### config.mk
export PLATFORM = sky130hd
export DESIGN_NAME = ssr_receiver
export DESIGN_NICKNAME = d
export VERILOG_FILES = /design/src/hw/ssr_pkg.sv /design/src/hw/ssr_sync.sv /design/src/hw/ssr_shift.sv /design/src/hw/ssr_receiver.sv
export VERILOG_INCLUDE_DIRS = /design/src /design/src/hw
export SDC_FILE = /design/constraint.sdc
export NUM_CORES = 1
export LEC_CHECK = 0
export BUFFER_PORTS_ARGS = -buffer_cell sky130_fd_sc_hd__buf_2
export CAP_MARGIN = 20
export CORE_MARGIN = 2
export CORE_UTILIZATION = 51
export DETAILED_ROUTE_END_ITERATION = 7
export GPL_TIMING_DRIVEN = 0
export PLACE_DENSITY = 0.8
export SYNTH_ARGS = -nofsm -noshare
export SYNTH_HDL_FRONTEND = slang
export SYNTH_SLANG_ARGS = --single-unit
### constraint.sdc
create_clock -name core_clk -period 1.8 [get_ports core_clk]
set_clock_uncertainty 0.15 [all_clocks]
set_input_delay 0.09 -clock core_clk [delete_from_list [all_inputs] [get_ports core_clk]]
set_output_delay 0.09 -clock core_clk [all_outputs]
set_load 0.01 [all_outputs]
### src/hw/ssr_consts.svh
// Offsets, field positions, reset values and counts of the slave serial receiver
`ifndef SSR_CONSTS_SVH
`define SSR_CONSTS_SVH

// ----------------------------------------------------------------
// Register indices (byte address is four times the index)
// ----------------------------------------------------------------
`define SSR_IDX_MODE     16'hFF98
`define SSR_IDX_CTRL     16'hFF9A
`define SSR_IDX_STAT     16'hFF9C
`define SSR_IDX_RDAT     16'hFF9D

// ----------------------------------------------------------------
// Field positions
// ----------------------------------------------------------------
`define SSR_MODE_COMM    7
`define SSR_CTRL_RXEN    4
`define SSR_CTRL_CKHI    1
`define SSR_CTRL_CKLO    0
`define SSR_STAT_FULL    6
`define SSR_STAT_OVR     5
`define SSR_STAT_FRM     4
`define SSR_STAT_PAR     3

// ----------------------------------------------------------------
// Reset values, encodings and counts
// ----------------------------------------------------------------
`define SSR_RST_MODE     8'h00
`define SSR_RST_CTRL     8'h00
`define SSR_RST_RDAT     8'h00
`define SSR_CLK_EXT      2'h2
`define SSR_FRAME_BITS   8
`define SSR_SYNC_STAGES  2

`endif

### src/hw/ssr_pkg.sv
// Types shared by the slave serial receiver files
package ssr_pkg;

  // ----------------------------------------------------------------
  // Receive status flags
  // ----------------------------------------------------------------
  typedef struct packed {
    logic full;
    logic overrun;
    logic framing;
    logic parity;
  } ssr_flags_t;

  // ----------------------------------------------------------------
  // Synchronised serial pins of one channel
  // ----------------------------------------------------------------
  typedef struct packed {
    logic sclk;
    logic sdin;
  } ssr_pins_t;

  // ----------------------------------------------------------------
  // Receiver control states
  // ----------------------------------------------------------------
  typedef enum logic [1:0] {
    st_idle,
    st_recv,
    st_halt
  } ssr_state_t;

endpackage : ssr_pkg

### src/hw/ssr_sync.sv
// Multi-bit two-stage synchroniser for serial pins
`timescale 1ns/1ps

module ssr_sync #(
  parameter int WIDTH  = 4,
  parameter int STAGES = 2
) (
  input  wire logic             core_clk,
  input  wire logic             rst_n,
  input  wire logic             clk_en,
  input  wire logic [WIDTH-1:0] async_in,
  output logic      [WIDTH-1:0] sync_out
);

  // ----------------------------------------------------------------
  // Parameter check
  // ----------------------------------------------------------------
  if (STAGES != 2 || WIDTH < 1) begin : g_bad_param
    $error("ssr_sync supports two stages and a nonzero width");
  end

  logic [WIDTH-1:0] meta_r;
  logic [WIDTH-1:0] stable_r;

  // ----------------------------------------------------------------
  // Stages; first stage feeds only the second
  // ----------------------------------------------------------------
  always_ff @(posedge core_clk) begin
    if (!rst_n) begin
      // Idle high level, so no false serial clock edge follows reset
      meta_r   <= '1;
      stable_r <= '1;
    end else if (clk_en) begin
      meta_r   <= async_in;
      stable_r <= meta_r;
    end
  end

  assign sync_out = stable_r;

endmodule : ssr_sync

### src/hw/ssr_shift.sv
// Serial-to-parallel receive shift register, LSB first
`timescale 1ns/1ps

module ssr_shift #(
  parameter int WIDTH = 8
) (
  input  wire logic             core_clk,
  input  wire logic             rst_n,
  input  wire logic             clk_en,
  input  wire logic             clear,
  input  wire logic             sample,
  input  wire logic             din,
  output logic                  frame_valid,
  output logic      [WIDTH-1:0] frame_data
);

  localparam int CW = $clog2(WIDTH);

  if (WIDTH < 2) begin : g_bad_width
    $error("ssr_shift needs at least two bits per frame");
  end

  logic [WIDTH-1:0] shift_r;
  logic [CW-1:0]    count_r;
  logic             valid_r;
  logic [WIDTH-1:0] data_r;
  wire              last_bit;
  wire  [WIDTH-1:0] shifted;

  assign last_bit = (count_r == CW'(WIDTH - 1));
  assign shifted  = {din, shift_r[WIDTH-1:1]};

  // ----------------------------------------------------------------
  // Bit counter and shifter
  // ----------------------------------------------------------------
  always_ff @(posedge core_clk) begin
    if (!rst_n) begin
      shift_r <= '0;
      count_r <= '0;
    end else if (clk_en) begin
      if (clear) begin
        count_r <= '0;
      end else if (sample) begin
        shift_r <= shifted;
        count_r <= last_bit ? '0 : count_r + CW'(1);
      end
    end
  end

  // ----------------------------------------------------------------
  // Frame hand-off; shifter is free again at once
  // ----------------------------------------------------------------
  always_ff @(posedge core_clk) begin
    if (!rst_n) begin
      valid_r <= 1'b0;
      data_r  <= '0;
    end else if (clk_en) begin
      valid_r <= sample & last_bit & ~clear;
      if (sample & last_bit) begin
        data_r <= shifted;
      end
    end
  end

  assign frame_valid = valid_r;
  assign frame_data  = data_r;

endmodule : ssr_shift

### src/hw/ssr_receiver.sv
// Clock-synchronous slave serial receiver with Avalon-MM register slave
`timescale 1ns/1ps
`include "ssr_consts.svh"


module ssr_receiver #(
  parameter int PIN_SEL = 0
) (
  input  wire logic        core_clk,
  input  wire logic        rst_n,
  input  wire logic        clk_en,
  input  wire logic        standby_mode,
  input  wire logic        serial_clk_pin_a,
  input  wire logic        serial_clk_pin_b,
  input  wire logic        serial_in_pin_a,
  input  wire logic        serial_in_pin_b,
  input  wire logic [17:0] avs_address,
  input  wire logic        avs_read,
  input  wire logic        avs_write,
  input  wire logic [3:0]  avs_byteenable,
  input  wire logic [31:0] avs_writedata,
  output logic      [31:0] avs_readdata,
  output logic             avs_waitrequest,
  output logic             rx_active
);

  // ----------------------------------------------------------------
  // Parameter check
  // ----------------------------------------------------------------
  if (PIN_SEL != 0 && PIN_SEL != 1) begin : g_bad_pin
    $error("PIN_SEL must be 0 or 1");
  end

  localparam int FRAME_BITS = `SSR_FRAME_BITS;

  // ----------------------------------------------------------------
  // Helpers
  // ----------------------------------------------------------------
  function automatic logic reg_hit(input logic [17:0] addr, input logic [15:0] idx);
    return (addr[17:2] == idx) && (addr[1:0] == 2'h0);
  endfunction : reg_hit

  // Hardware set beats a software clear in the same cycle
  function automatic logic flag_next(input logic cur, input logic set, input logic clr);
    return set | (cur & ~clr);
  endfunction : flag_next

  // ----------------------------------------------------------------
  // Declarations
  // ----------------------------------------------------------------
  logic                   [7:0]  mode_r;
  logic                   [7:0]  ctrl_r;
  logic                   [7:0]  rdat_r;
  ssr_pkg::ssr_flags_t           flags_r;
  ssr_pkg::ssr_flags_t           flags_nxt;
  ssr_pkg::ssr_flags_t           armed_r;
  ssr_pkg::ssr_state_t           state_r;
  ssr_pkg::ssr_state_t           state_nxt;
  logic                   [31:0] readdata_r;
  logic                          waitreq_r;
  logic                          active_r;
  logic                          sclk_d_r;

  wire                    [3:0]  pins_s;
  ssr_pkg::ssr_pins_t            chan_s;
  wire                           sclk_rise;
  wire                           shift_clear;
  wire                           frame_valid;
  wire         [FRAME_BITS-1:0]  frame_data;

  wire                           req;
  wire                           acc_done;
  wire                           hit_mode;
  wire                           hit_ctrl;
  wire                           hit_stat;
  wire                           hit_rdat;
  wire                    [7:0]  wr_byte;
  wire                           wr_ok;
  wire                           wr_mode;
  wire                           wr_ctrl;
  wire                           wr_stat;
  wire                           rd_stat;
  wire                           rd_rdat;
  wire                    [7:0]  stat_byte;
  wire                    [31:0] rd_value;

  wire                           clk_ext;
  wire                           sync_mode;
  wire                           enabled;
  wire                           blocked;
  wire                           take;
  wire                           ovr_set;
  wire                           err_set;
  ssr_pkg::ssr_flags_t           clr;

  // ----------------------------------------------------------------
  // Pin synchronisers and channel select
  // ----------------------------------------------------------------
  // Synchronise pin inputs
  ssr_sync #(
    .WIDTH  (4),
    .STAGES (`SSR_SYNC_STAGES)
  ) u_sync (
    .core_clk (core_clk),
    .rst_n    (rst_n),
    .clk_en   (clk_en),
    .async_in ({serial_clk_pin_a, serial_in_pin_a, serial_clk_pin_b, serial_in_pin_b}),
    .sync_out (pins_s)
  );

  // Clock and data share latency, so data is sampled where the edge was seen
  assign chan_s = (PIN_SEL == 0) ? pins_s[3:2] : pins_s[1:0];

  always_ff @(posedge core_clk) begin
    if (!rst_n) begin
      sclk_d_r <= 1'b1;
    end else if (clk_en) begin
      sclk_d_r <= chan_s.sclk;
    end
  end

  assign sclk_rise = chan_s.sclk & ~sclk_d_r;

  // ----------------------------------------------------------------
  // Shift register
  // ----------------------------------------------------------------
  // Shift only while receiving
  assign shift_clear = (state_r != ssr_pkg::st_recv);

  ssr_shift #(
    .WIDTH (FRAME_BITS)
  ) u_shift (
    .core_clk    (core_clk),
    .rst_n       (rst_n),
    .clk_en      (clk_en),
    .clear       (shift_clear),
    .sample      (sclk_rise),
    .din         (chan_s.sdin),
    .frame_valid (frame_valid),
    .frame_data  (frame_data)
  );

  // ----------------------------------------------------------------
  // Bus decode
  // ----------------------------------------------------------------
  assign req      = avs_read | avs_write;
  assign acc_done = req & ~waitreq_r;
  assign hit_mode = reg_hit(avs_address, `SSR_IDX_MODE);
  assign hit_ctrl = reg_hit(avs_address, `SSR_IDX_CTRL);
  assign hit_stat = reg_hit(avs_address, `SSR_IDX_STAT);
  assign hit_rdat = reg_hit(avs_address, `SSR_IDX_RDAT);
  assign wr_byte  = avs_writedata[7:0];
  assign wr_ok    = avs_write & acc_done & avs_byteenable[0];
  assign wr_mode  = wr_ok & hit_mode;
  assign wr_ctrl  = wr_ok & hit_ctrl;
  assign wr_stat  = wr_ok & hit_stat;
  assign rd_stat  = avs_read & acc_done & hit_stat;
  assign rd_rdat  = avs_read & acc_done & hit_rdat;

  assign stat_byte = {1'b0, flags_r.full, flags_r.overrun, flags_r.framing,
                      flags_r.parity, 3'h0};

  // Unmapped addresses read as zero
  assign rd_value = hit_mode ? {24'h000000, mode_r} :
                    hit_ctrl ? {24'h000000, ctrl_r} :
                    hit_stat ? {24'h000000, stat_byte} :
                    hit_rdat ? {24'h000000, rdat_r} : 32'h00000000;

  // ----------------------------------------------------------------
  // Bus handshake: one wait cycle per access
  // ----------------------------------------------------------------
  always_ff @(posedge core_clk) begin
    if (!rst_n) begin
      waitreq_r  <= 1'b1;
      readdata_r <= 32'h00000000;
    end else if (clk_en) begin
      if (req & waitreq_r) begin
        waitreq_r  <= 1'b0;
        readdata_r <= avs_read ? rd_value : 32'h00000000;
      end else begin
        waitreq_r  <= 1'b1;
      end
    end
  end

  // ----------------------------------------------------------------
  // Mode and control registers
  // ----------------------------------------------------------------
  always_ff @(posedge core_clk) begin
    if (!rst_n) begin
      mode_r <= `SSR_RST_MODE;
      ctrl_r <= `SSR_RST_CTRL;
    end else if (clk_en) begin
      if (wr_mode) begin
        mode_r <= wr_byte;
      end
      if (wr_ctrl) begin
        ctrl_r <= wr_byte;
      end
    end
  end

  assign sync_mode = mode_r[`SSR_MODE_COMM];
  assign clk_ext   = ({ctrl_r[`SSR_CTRL_CKHI], ctrl_r[`SSR_CTRL_CKLO]} == `SSR_CLK_EXT);
  assign enabled   = sync_mode & clk_ext & ctrl_r[`SSR_CTRL_RXEN] & ~standby_mode;
  assign blocked   = flags_r.overrun | flags_r.framing | flags_r.parity;

  // ----------------------------------------------------------------
  // Receiver state machine
  // ----------------------------------------------------------------
  always_comb begin
    state_nxt = state_r;
    case (state_r)
      ssr_pkg::st_idle: begin
        if (enabled) begin
          state_nxt = blocked ? ssr_pkg::st_halt : ssr_pkg::st_recv;
        end
      end
      ssr_pkg::st_recv: begin
        if (!enabled) begin
          state_nxt = ssr_pkg::st_idle;
        end else if (blocked) begin
          state_nxt = ssr_pkg::st_halt;
        end
      end
      ssr_pkg::st_halt: begin
        if (!enabled) begin
          state_nxt = ssr_pkg::st_idle;
        end else if (!blocked) begin
          state_nxt = ssr_pkg::st_recv;
        end
      end
      default: begin
        state_nxt = ssr_pkg::st_idle;
      end
    endcase
  end

  always_ff @(posedge core_clk) begin
    if (!rst_n) begin
      state_r  <= ssr_pkg::st_idle;
      active_r <= 1'b0;
    end else if (clk_en) begin
      state_r  <= state_nxt;
      active_r <= (state_nxt == ssr_pkg::st_recv);
    end
  end

  // ----------------------------------------------------------------
  // Frame acceptance
  // ----------------------------------------------------------------
  // Accept into empty data register
  assign take    = frame_valid & ~flags_r.full & ~blocked;
  // Overrun on frame into full register
  assign ovr_set = frame_valid & flags_r.full;
  // No parity or stop bit in synchronous mode, so no error source here
  assign err_set = 1'b0;

  // Data register reset and standby clear
  always_ff @(posedge core_clk) begin
    if (!rst_n) begin
      rdat_r <= `SSR_RST_RDAT;
    end else if (clk_en) begin
      if (standby_mode) begin
        rdat_r <= `SSR_RST_RDAT;
      end else if (take) begin
        rdat_r <= frame_data;
      end
    end
  end

  // ----------------------------------------------------------------
  // Status flags
  // ----------------------------------------------------------------
  // Full clears by zero after read one, or by a read of the data register
  assign clr.full    = (wr_stat & armed_r.full & ~wr_byte[`SSR_STAT_FULL]) | rd_rdat;
  // Only a zero after a one read clears
  assign clr.overrun = wr_stat & armed_r.overrun & ~wr_byte[`SSR_STAT_OVR];
  assign clr.framing = wr_stat & armed_r.framing & ~wr_byte[`SSR_STAT_FRM];
  assign clr.parity  = wr_stat & armed_r.parity & ~wr_byte[`SSR_STAT_PAR];

  always_comb begin
    flags_nxt.full    = flag_next(flags_r.full, take, clr.full);
    flags_nxt.overrun = flag_next(flags_r.overrun, ovr_set, clr.overrun);
    flags_nxt.framing = flag_next(flags_r.framing, err_set, clr.framing);
    flags_nxt.parity  = flag_next(flags_r.parity, err_set, clr.parity);
  end

  always_ff @(posedge core_clk) begin
    if (!rst_n) begin
      flags_r <= '0;
    end else if (clk_en) begin
      flags_r <= flags_nxt;
    end
  end

  // ----------------------------------------------------------------
  // Read-one arming, taken from the value the master saw
  // ----------------------------------------------------------------
  // Arm on read of one
  always_ff @(posedge core_clk) begin
    if (!rst_n) begin
      armed_r <= '0;
    end else if (clk_en) begin
      if (rd_stat) begin
        armed_r <= readdata_r[`SSR_STAT_FULL:`SSR_STAT_PAR];
      end else if (wr_stat) begin
        armed_r <= '0;
      end
    end
  end

  // ----------------------------------------------------------------
  // Outputs
  // ----------------------------------------------------------------
  assign avs_readdata    = readdata_r;
  assign avs_waitrequest = waitreq_r;
  assign rx_active       = active_r;

endmodule : ssr_receiver

=== Yosys cells after proc, flatten, opt, wreduce, memory -nomap -nowiden ===
Index checks and enable logic that the tools add are counted.

* Bits in registers: 97
* Bits of input ports: 64
* Word-level logic and storage cells: 121
* Output and inout port bits: 34

* Equal/unequal tests: 10
* Muxes and demuxes: 20
* Reduce and logical (&&, ||, !) cells: 17
* Add/sub/neg operators: 1
* Bitwise gates (word level): 51

{| class="wikitable"
|+ Operator list
! kind !! number
|-
| equality test 16 bit, second input constant || 4
|-
| 2-to-1 mux 8 bit || 7
|-
| bitwise AND 1 bit || 31
|-
| NOT 1 bit || 14
|-
| AND reduction 2 bit || 7
|-
| 2-to-1 mux 2 bit || 6
|-
| 2-to-1 mux 3 bit || 3
|-
| 2-to-1 mux 4 bit || 2
|-
| bitwise OR 1 bit || 6
|-
| case mux 2 bit (3 select lines) || 1
|-
| nonzero test 2 bit || 3
|-
| equality test 2 x 1 -> 1 bit, second input constant || 2
|-
| equality test 2 bit, second input constant || 2
|-
| logical AND 1 bit || 4
|-
| logical NOT 2 bit || 2
|-
| adder 3 x 1 -> 3 bit, second input constant || 1
|-
| equality test 3 bit, second input constant || 1
|-
| AND reduction 3 bit || 1
|-
| inequality test 2 x 1 -> 1 bit, second input constant || 1
|-
| 2-to-1 mux 1 bit || 1
|}

=== Depth between registers and ports, before layout ===
* Depth in word-level cells: 11
* Depth in mapped cells: 7
* Gate-level depth less buffers: 6

=== Cells and area by module ===
Synthesis repeated with hierarchy kept, for this count alone.

* Cell total of the unflattened synthesis: 342
* Area, all modules: 3334.4 µm²

{| class="wikitable"
|+ Modules (own cells, without submodules)
! module !! instances !! cells an instance !! area an instance (µm²) !! seq. area each (µm²)
|-
| ssr_receiver || 1 || 244 || 2321.0 || 900.9
|-
| ssr_shift || 1 || 72 || 728.2 || 380.4
|-
| ssr_sync || 1 || 26 || 285.3 || 160.2
|}

=== Least setup slack after synthesis ===
OpenSTA, ideal clock, no wires.

* Kind: register to register
* Start: register u_shift.count_r[0]
* End: register u_shift.data_r[0] (netlist: u_shift.frame_data[0])
* Buffers on the path: 0
* Stages on the path, launching flop included: 7
* Arrival: 1.394 ns
* Setup slack: 0.180 ns
* Library setup time: 0.076 ns
* Clock period less this slack: 1.620 ns
* Data required time: 1.574 ns
* Cells stage by stage: dfxtp_1 ha_1 ha_1 inv_1 nor3_1 nand2_1 a21boi_0

* Cells in the longest elaborated chain, start to end: 3

{| class="wikitable"
|+ RTL lines
! item !! RTL line !! RTL
|-
| start: declaration || ssr_shift.sv:24 || <nowiki>logic [CW-1:0] count_r;</nowiki>
|-
| start signal: assignment || ssr_shift.sv:45 || <nowiki>count_r <= last_bit ? '0 : count_r + CW'(1);</nowiki>
|-
| equality test 3 bit || ssr_shift.sv:30 || <nowiki>assign last_bit = (count_r == CW'(WIDTH - 1));</nowiki>
|-
| bitwise AND 1 bit || ssr_shift.sv:59 || <nowiki>if (sample & last_bit) begin</nowiki>
|-
| AND reduction 2 bit (no source line) || n/a ||
|-
| end signal: assignment || ssr_shift.sv:60 || <nowiki>data_r <= shifted;</nowiki>
|-
| end: declaration || ssr_shift.sv:26 || <nowiki>logic [WIDTH-1:0] data_r;</nowiki>
|}

No other way between the ends.
A chain may end at the register's enable or synchronous reset.

=== Final worst setup path ===
* Start: register waitreq_r (netlist: avs_waitrequest)
* End: register mode_r[6]

* Cells in the longest elaborated chain, start to end: 6

{| class="wikitable"
|+ RTL lines
! item !! RTL line !! RTL
|-
| start: declaration || ssr_receiver.sv:60 || <nowiki>logic waitreq_r;</nowiki>
|-
| start signal: assignment || ssr_receiver.sv:174 || <nowiki>waitreq_r <= 1'b1;</nowiki>
|-
| start signal: assignment || ssr_receiver.sv:178 || <nowiki>waitreq_r <= 1'b0;</nowiki>
|-
| start signal: assignment || ssr_receiver.sv:181 || <nowiki>waitreq_r <= 1'b1;</nowiki>
|-
| NOT 1 bit || ssr_receiver.sv:147 || <nowiki>assign acc_done = req & ~waitreq_r;</nowiki>
|-
| bitwise AND 1 bit || ssr_receiver.sv:147 ||
|-
| bitwise AND 1 bit (2 in a row) || ssr_receiver.sv:153 || <nowiki>assign wr_ok = avs_write & acc_done & avs_byteenable[0];</nowiki>
|-
| bitwise AND 1 bit || ssr_receiver.sv:154 || <nowiki>assign wr_mode = wr_ok & hit_mode;</nowiki>
|-
| AND reduction 2 bit (no source line) || n/a ||
|-
| end signal: assignment || ssr_receiver.sv:191 || <nowiki>mode_r <= `SSR_RST_MODE;</nowiki>
|-
| end signal: assignment || ssr_receiver.sv:195 || <nowiki>mode_r <= wr_byte;</nowiki>
|-
| end: declaration || ssr_receiver.sv:51 || <nowiki>logic [7:0] mode_r;</nowiki>
|}

No other way between the ends.

==> impl_metrics.env <==
export IMPL_synth_cell_types=42
export IMPL_core_um2=5920
export IMPL_finalCritPeriodShare_pct=100
export IMPL_hp_class="in -> reg"
export IMPL_ir_drop_v=0.000469
export IMPL_cts_buffers=9
export IMPL_arrival_ns=1.89
export IMPL_grt_overflow_total=0
export IMPL_p_leak_nw=1.59
export IMPL_n_fill_cell=511
export IMPL_clk_latency_ns=0.34
export IMPL_power_density_nw_per_um2=782
export IMPL_initial_utilization_pct=52.6
export IMPL_finalHoldViolCount=0
export IMPL_rsz0062_at_grt="true"
export IMPL_setup_viol=2
export IMPL_layout_nets=502
export IMPL_vias=2718
export IMPL_grt_antenna_before_repair=0
export IMPL_cp_max_fo=8
export IMPL_slew_violations=0
export IMPL_cts_clk_slew_worst_paths_ns=0.07
export IMPL_synth_edf_count=0
export IMPL_layout_setup_ws_ns=-0.00871
export IMPL_period_minus_slack_ns=1.81
export IMPL_drv_cap=0
export IMPL_cts_sinks=68
export IMPL_yosysWarnings=0
export IMPL_dieHeight_um=82.1
export IMPL_ys_seq_elements=68
export IMPL_wl_mm=7.15
export IMPL_grt_usage_pct=21.3
export IMPL_relSlewSlack_pct=53.7
export IMPL_end_kind="register"
export IMPL_num_rows=28
export IMPL_async_reset_ff_share_pct=0
export IMPL_root_buffer="clkbuf_8"
export IMPL_tightest_slew_ns=0.693
export IMPL_total_power_mw=3.04
export IMPL_cts_max_level=3
export IMPL_drc_errors=0
export IMPL_synthCells=345
export IMPL_insertedDiodeCount=0
export IMPL_final_antenna_net_count=0
export IMPL_area_delta_synth_final_pct=25.0
export IMPL_mappedNetlistArea_um2=3110
export IMPL_post_route_util_pct=65.7
export IMPL_port_buffers=44
export IMPL_cts_tree="yes"
export IMPL_grt_max_degree=11
export IMPL_fmax_mhz=553
export IMPL_dp_final_hpwl_mm=5.18
export IMPL_grt_pass1_vias=2408
export IMPL_seq_area_frac_synth_pct=43.7
export IMPL_drt_iter0_drc=199
export IMPL_place_inst=487
export IMPL_drive_above_1_share_pct=21.8
export IMPL_crit_type="reg -> reg"
export IMPL_dieArea_um2=6740
export IMPL_violations="setup timing"
export IMPL_layout_cells_non_filler=515
export IMPL_required_ns=1.89
export IMPL_wl_per_cell_um=13.9
export IMPL_start_kind="register"
export IMPL_timing_hold_ws_ns=0.0266
export IMPL_first_pass_iters=5
export IMPL_gp_congestion=0.892
export IMPL_status="finished, violations left"
export IMPL_die_w_um=82.1
export IMPL_avgSynthCellArea_um2=9.02
export IMPL_synth_ff_type="dfxtp_1"
export IMPL_clock_path_buffers=2
export IMPL_avgViaCountPerCell=5.28
export IMPL_ios=98
export IMPL_grt_pass1_wl_mm=10.8
export IMPL_cts_setup_buffers=0
## cells in the mapped netlist, types with 5 or more instances
master    instances  area share [%]
nand2b_1         10             2.0
clkbuf_1          8            0.96
inv_1             5            0.60
a21boi_0         12             2.9
nor2_1            7            0.84
mux2i_1          27             8.7
buf_4            24             5.8
nor2b_1          37             7.4
nor3_1            6            0.96
a21oi_1          11             1.8
nand2_1          46             5.5
a22oi_1           9             2.2
o21ai_1          17             2.7
dfxtp_1          68              44
o22ai_1           5             1.0
## path summary, 6_finish.rpt
| kind | from | endpoint | slack (ns) | cells past startpoint |
|---|---|---|---|---|
| setup / recovery | avs_waitrequest | mode_r[6] | -0.009 | 5 |
| hold / removal | avs_address[4] | avs_readdata[6] | 0.03 | 4 |
| setup reg to reg | avs_waitrequest | mode_r[6] | -0.009 | 5 |
| hold reg to reg | avs_readdata[2] | avs_readdata[2] | 0.30 | 2 |
## per-layer routing
| layer | track usage (%) | wire, um |
|---|---|---|
| met5 | 0 | 0 |
| met4 | 9.67 | 99 |
| met3 | 4.46 | 533 |
| met2 | 34.6 | 3360 |
| met1 | 27.2 | 3160 |
## worst max-delay path, stage by stage, from the launching register on
cell and delay (ns):
dfxtp_1 0.35, nand4b_1 0.27, nor2b_1 0.29, nand3_2 0.32, mux2i_1 0.26, nor2b_1 0.06
## power by group
part           total, mW  leakage (nW)  internal, mW  switching [mW]
sequential          1.52         0.549          1.51         0.00704
clock               1.28         0.103         0.747           0.531
combinational      0.248         0.943         0.123           0.125
total               3.04          1.59          2.38           0.663
## per-stage QoR
step / TNS [ns] / worst slack [ns] / area [um2]
2_1_floorplan: 0 / 0.180 / 3200
3_5_place_dp: -3.42 / -0.192 / 3510
4_1_cts: 0 / 0.00184 / 3870
6_report: -0.0163 / -0.00871 / 3890
5_1_grt: -0.190 / -0.0530 / 3890
3_3_place_gp: -2.16 / -0.171 / 3510
## state kept, by name, indices dropped and copies added (netlist names)
name,flops
avs_readdata,8
ctrl_r,8
mode_r,8
rdat_r,8
u_shift.frame_data,8
u_shift.shift_r,7
armed_r,4
flags_r,4
u_shift.count_r,3
state_r,2
u_sync.meta_r,2
u_sync.sync_out,2
avs_waitrequest,1
rx_active,1
sclk_d_r,1
u_shift.frame_valid,1
## placed cells by master, fill, tap and decap left out, types with 5 or more instances in the layout
cell type	count
dfxtp_1	68
buf_2	47
nand2_1	46
nor2b_1	37
mux2i_1	27
buf_4	24
conb_1	24
o21ai_1	17
dlygate4sd3_1	14
a21boi_0	12
clkbuf_8	12
a21oi_1	11
nand2b_1	10
a22oi_1	9
clkbuf_1	9
nor2_1	6
inv_1	5
o22ai_1	5
## layout make-up
cell class                      instances  area, um2  share of cell area [%]
Sequential cell                        68       1360                    35.0
Buffer                                 37        233                    5.98
Tap cell                               75       93.8                    2.41
Multi-Input combinational cell        257       1620                    41.7
Timing Repair Buffer                   58        360                    9.26
Clock buffer                           14        173                    4.44
Inverter                                5       18.8                   0.482
Clock inverter                          1       30.0                   0.772
## kinds of logic (layout without fill, tap and decap cells)
logic type / after synthesis / after routing / share of synthesized area [%]
AND/OR/NAND/NOR: 137 / 137 / 24.6
flip-flops: 68 / 68 / 43.7
AO/OA/AOI/OAI: 67 / 67 / 13.9
buffers and inverters: 43 / 115 / 8.20
multiplexers: 27 / 27 / 8.68
adder cells (fa/ha/maj): 2 / 2 / 0.804
other: 1 / 24 / 0.120
## timing repair
item / in CTS / in global routing
pin swaps: 0 / 0
hold endpoints to repair: 27 / 0
gates resized for setup: 3 / 6
endpoints found under the setup margin: 20 / 28
hold buffers: 14 / 0
(Power assumes the default switching activity.)
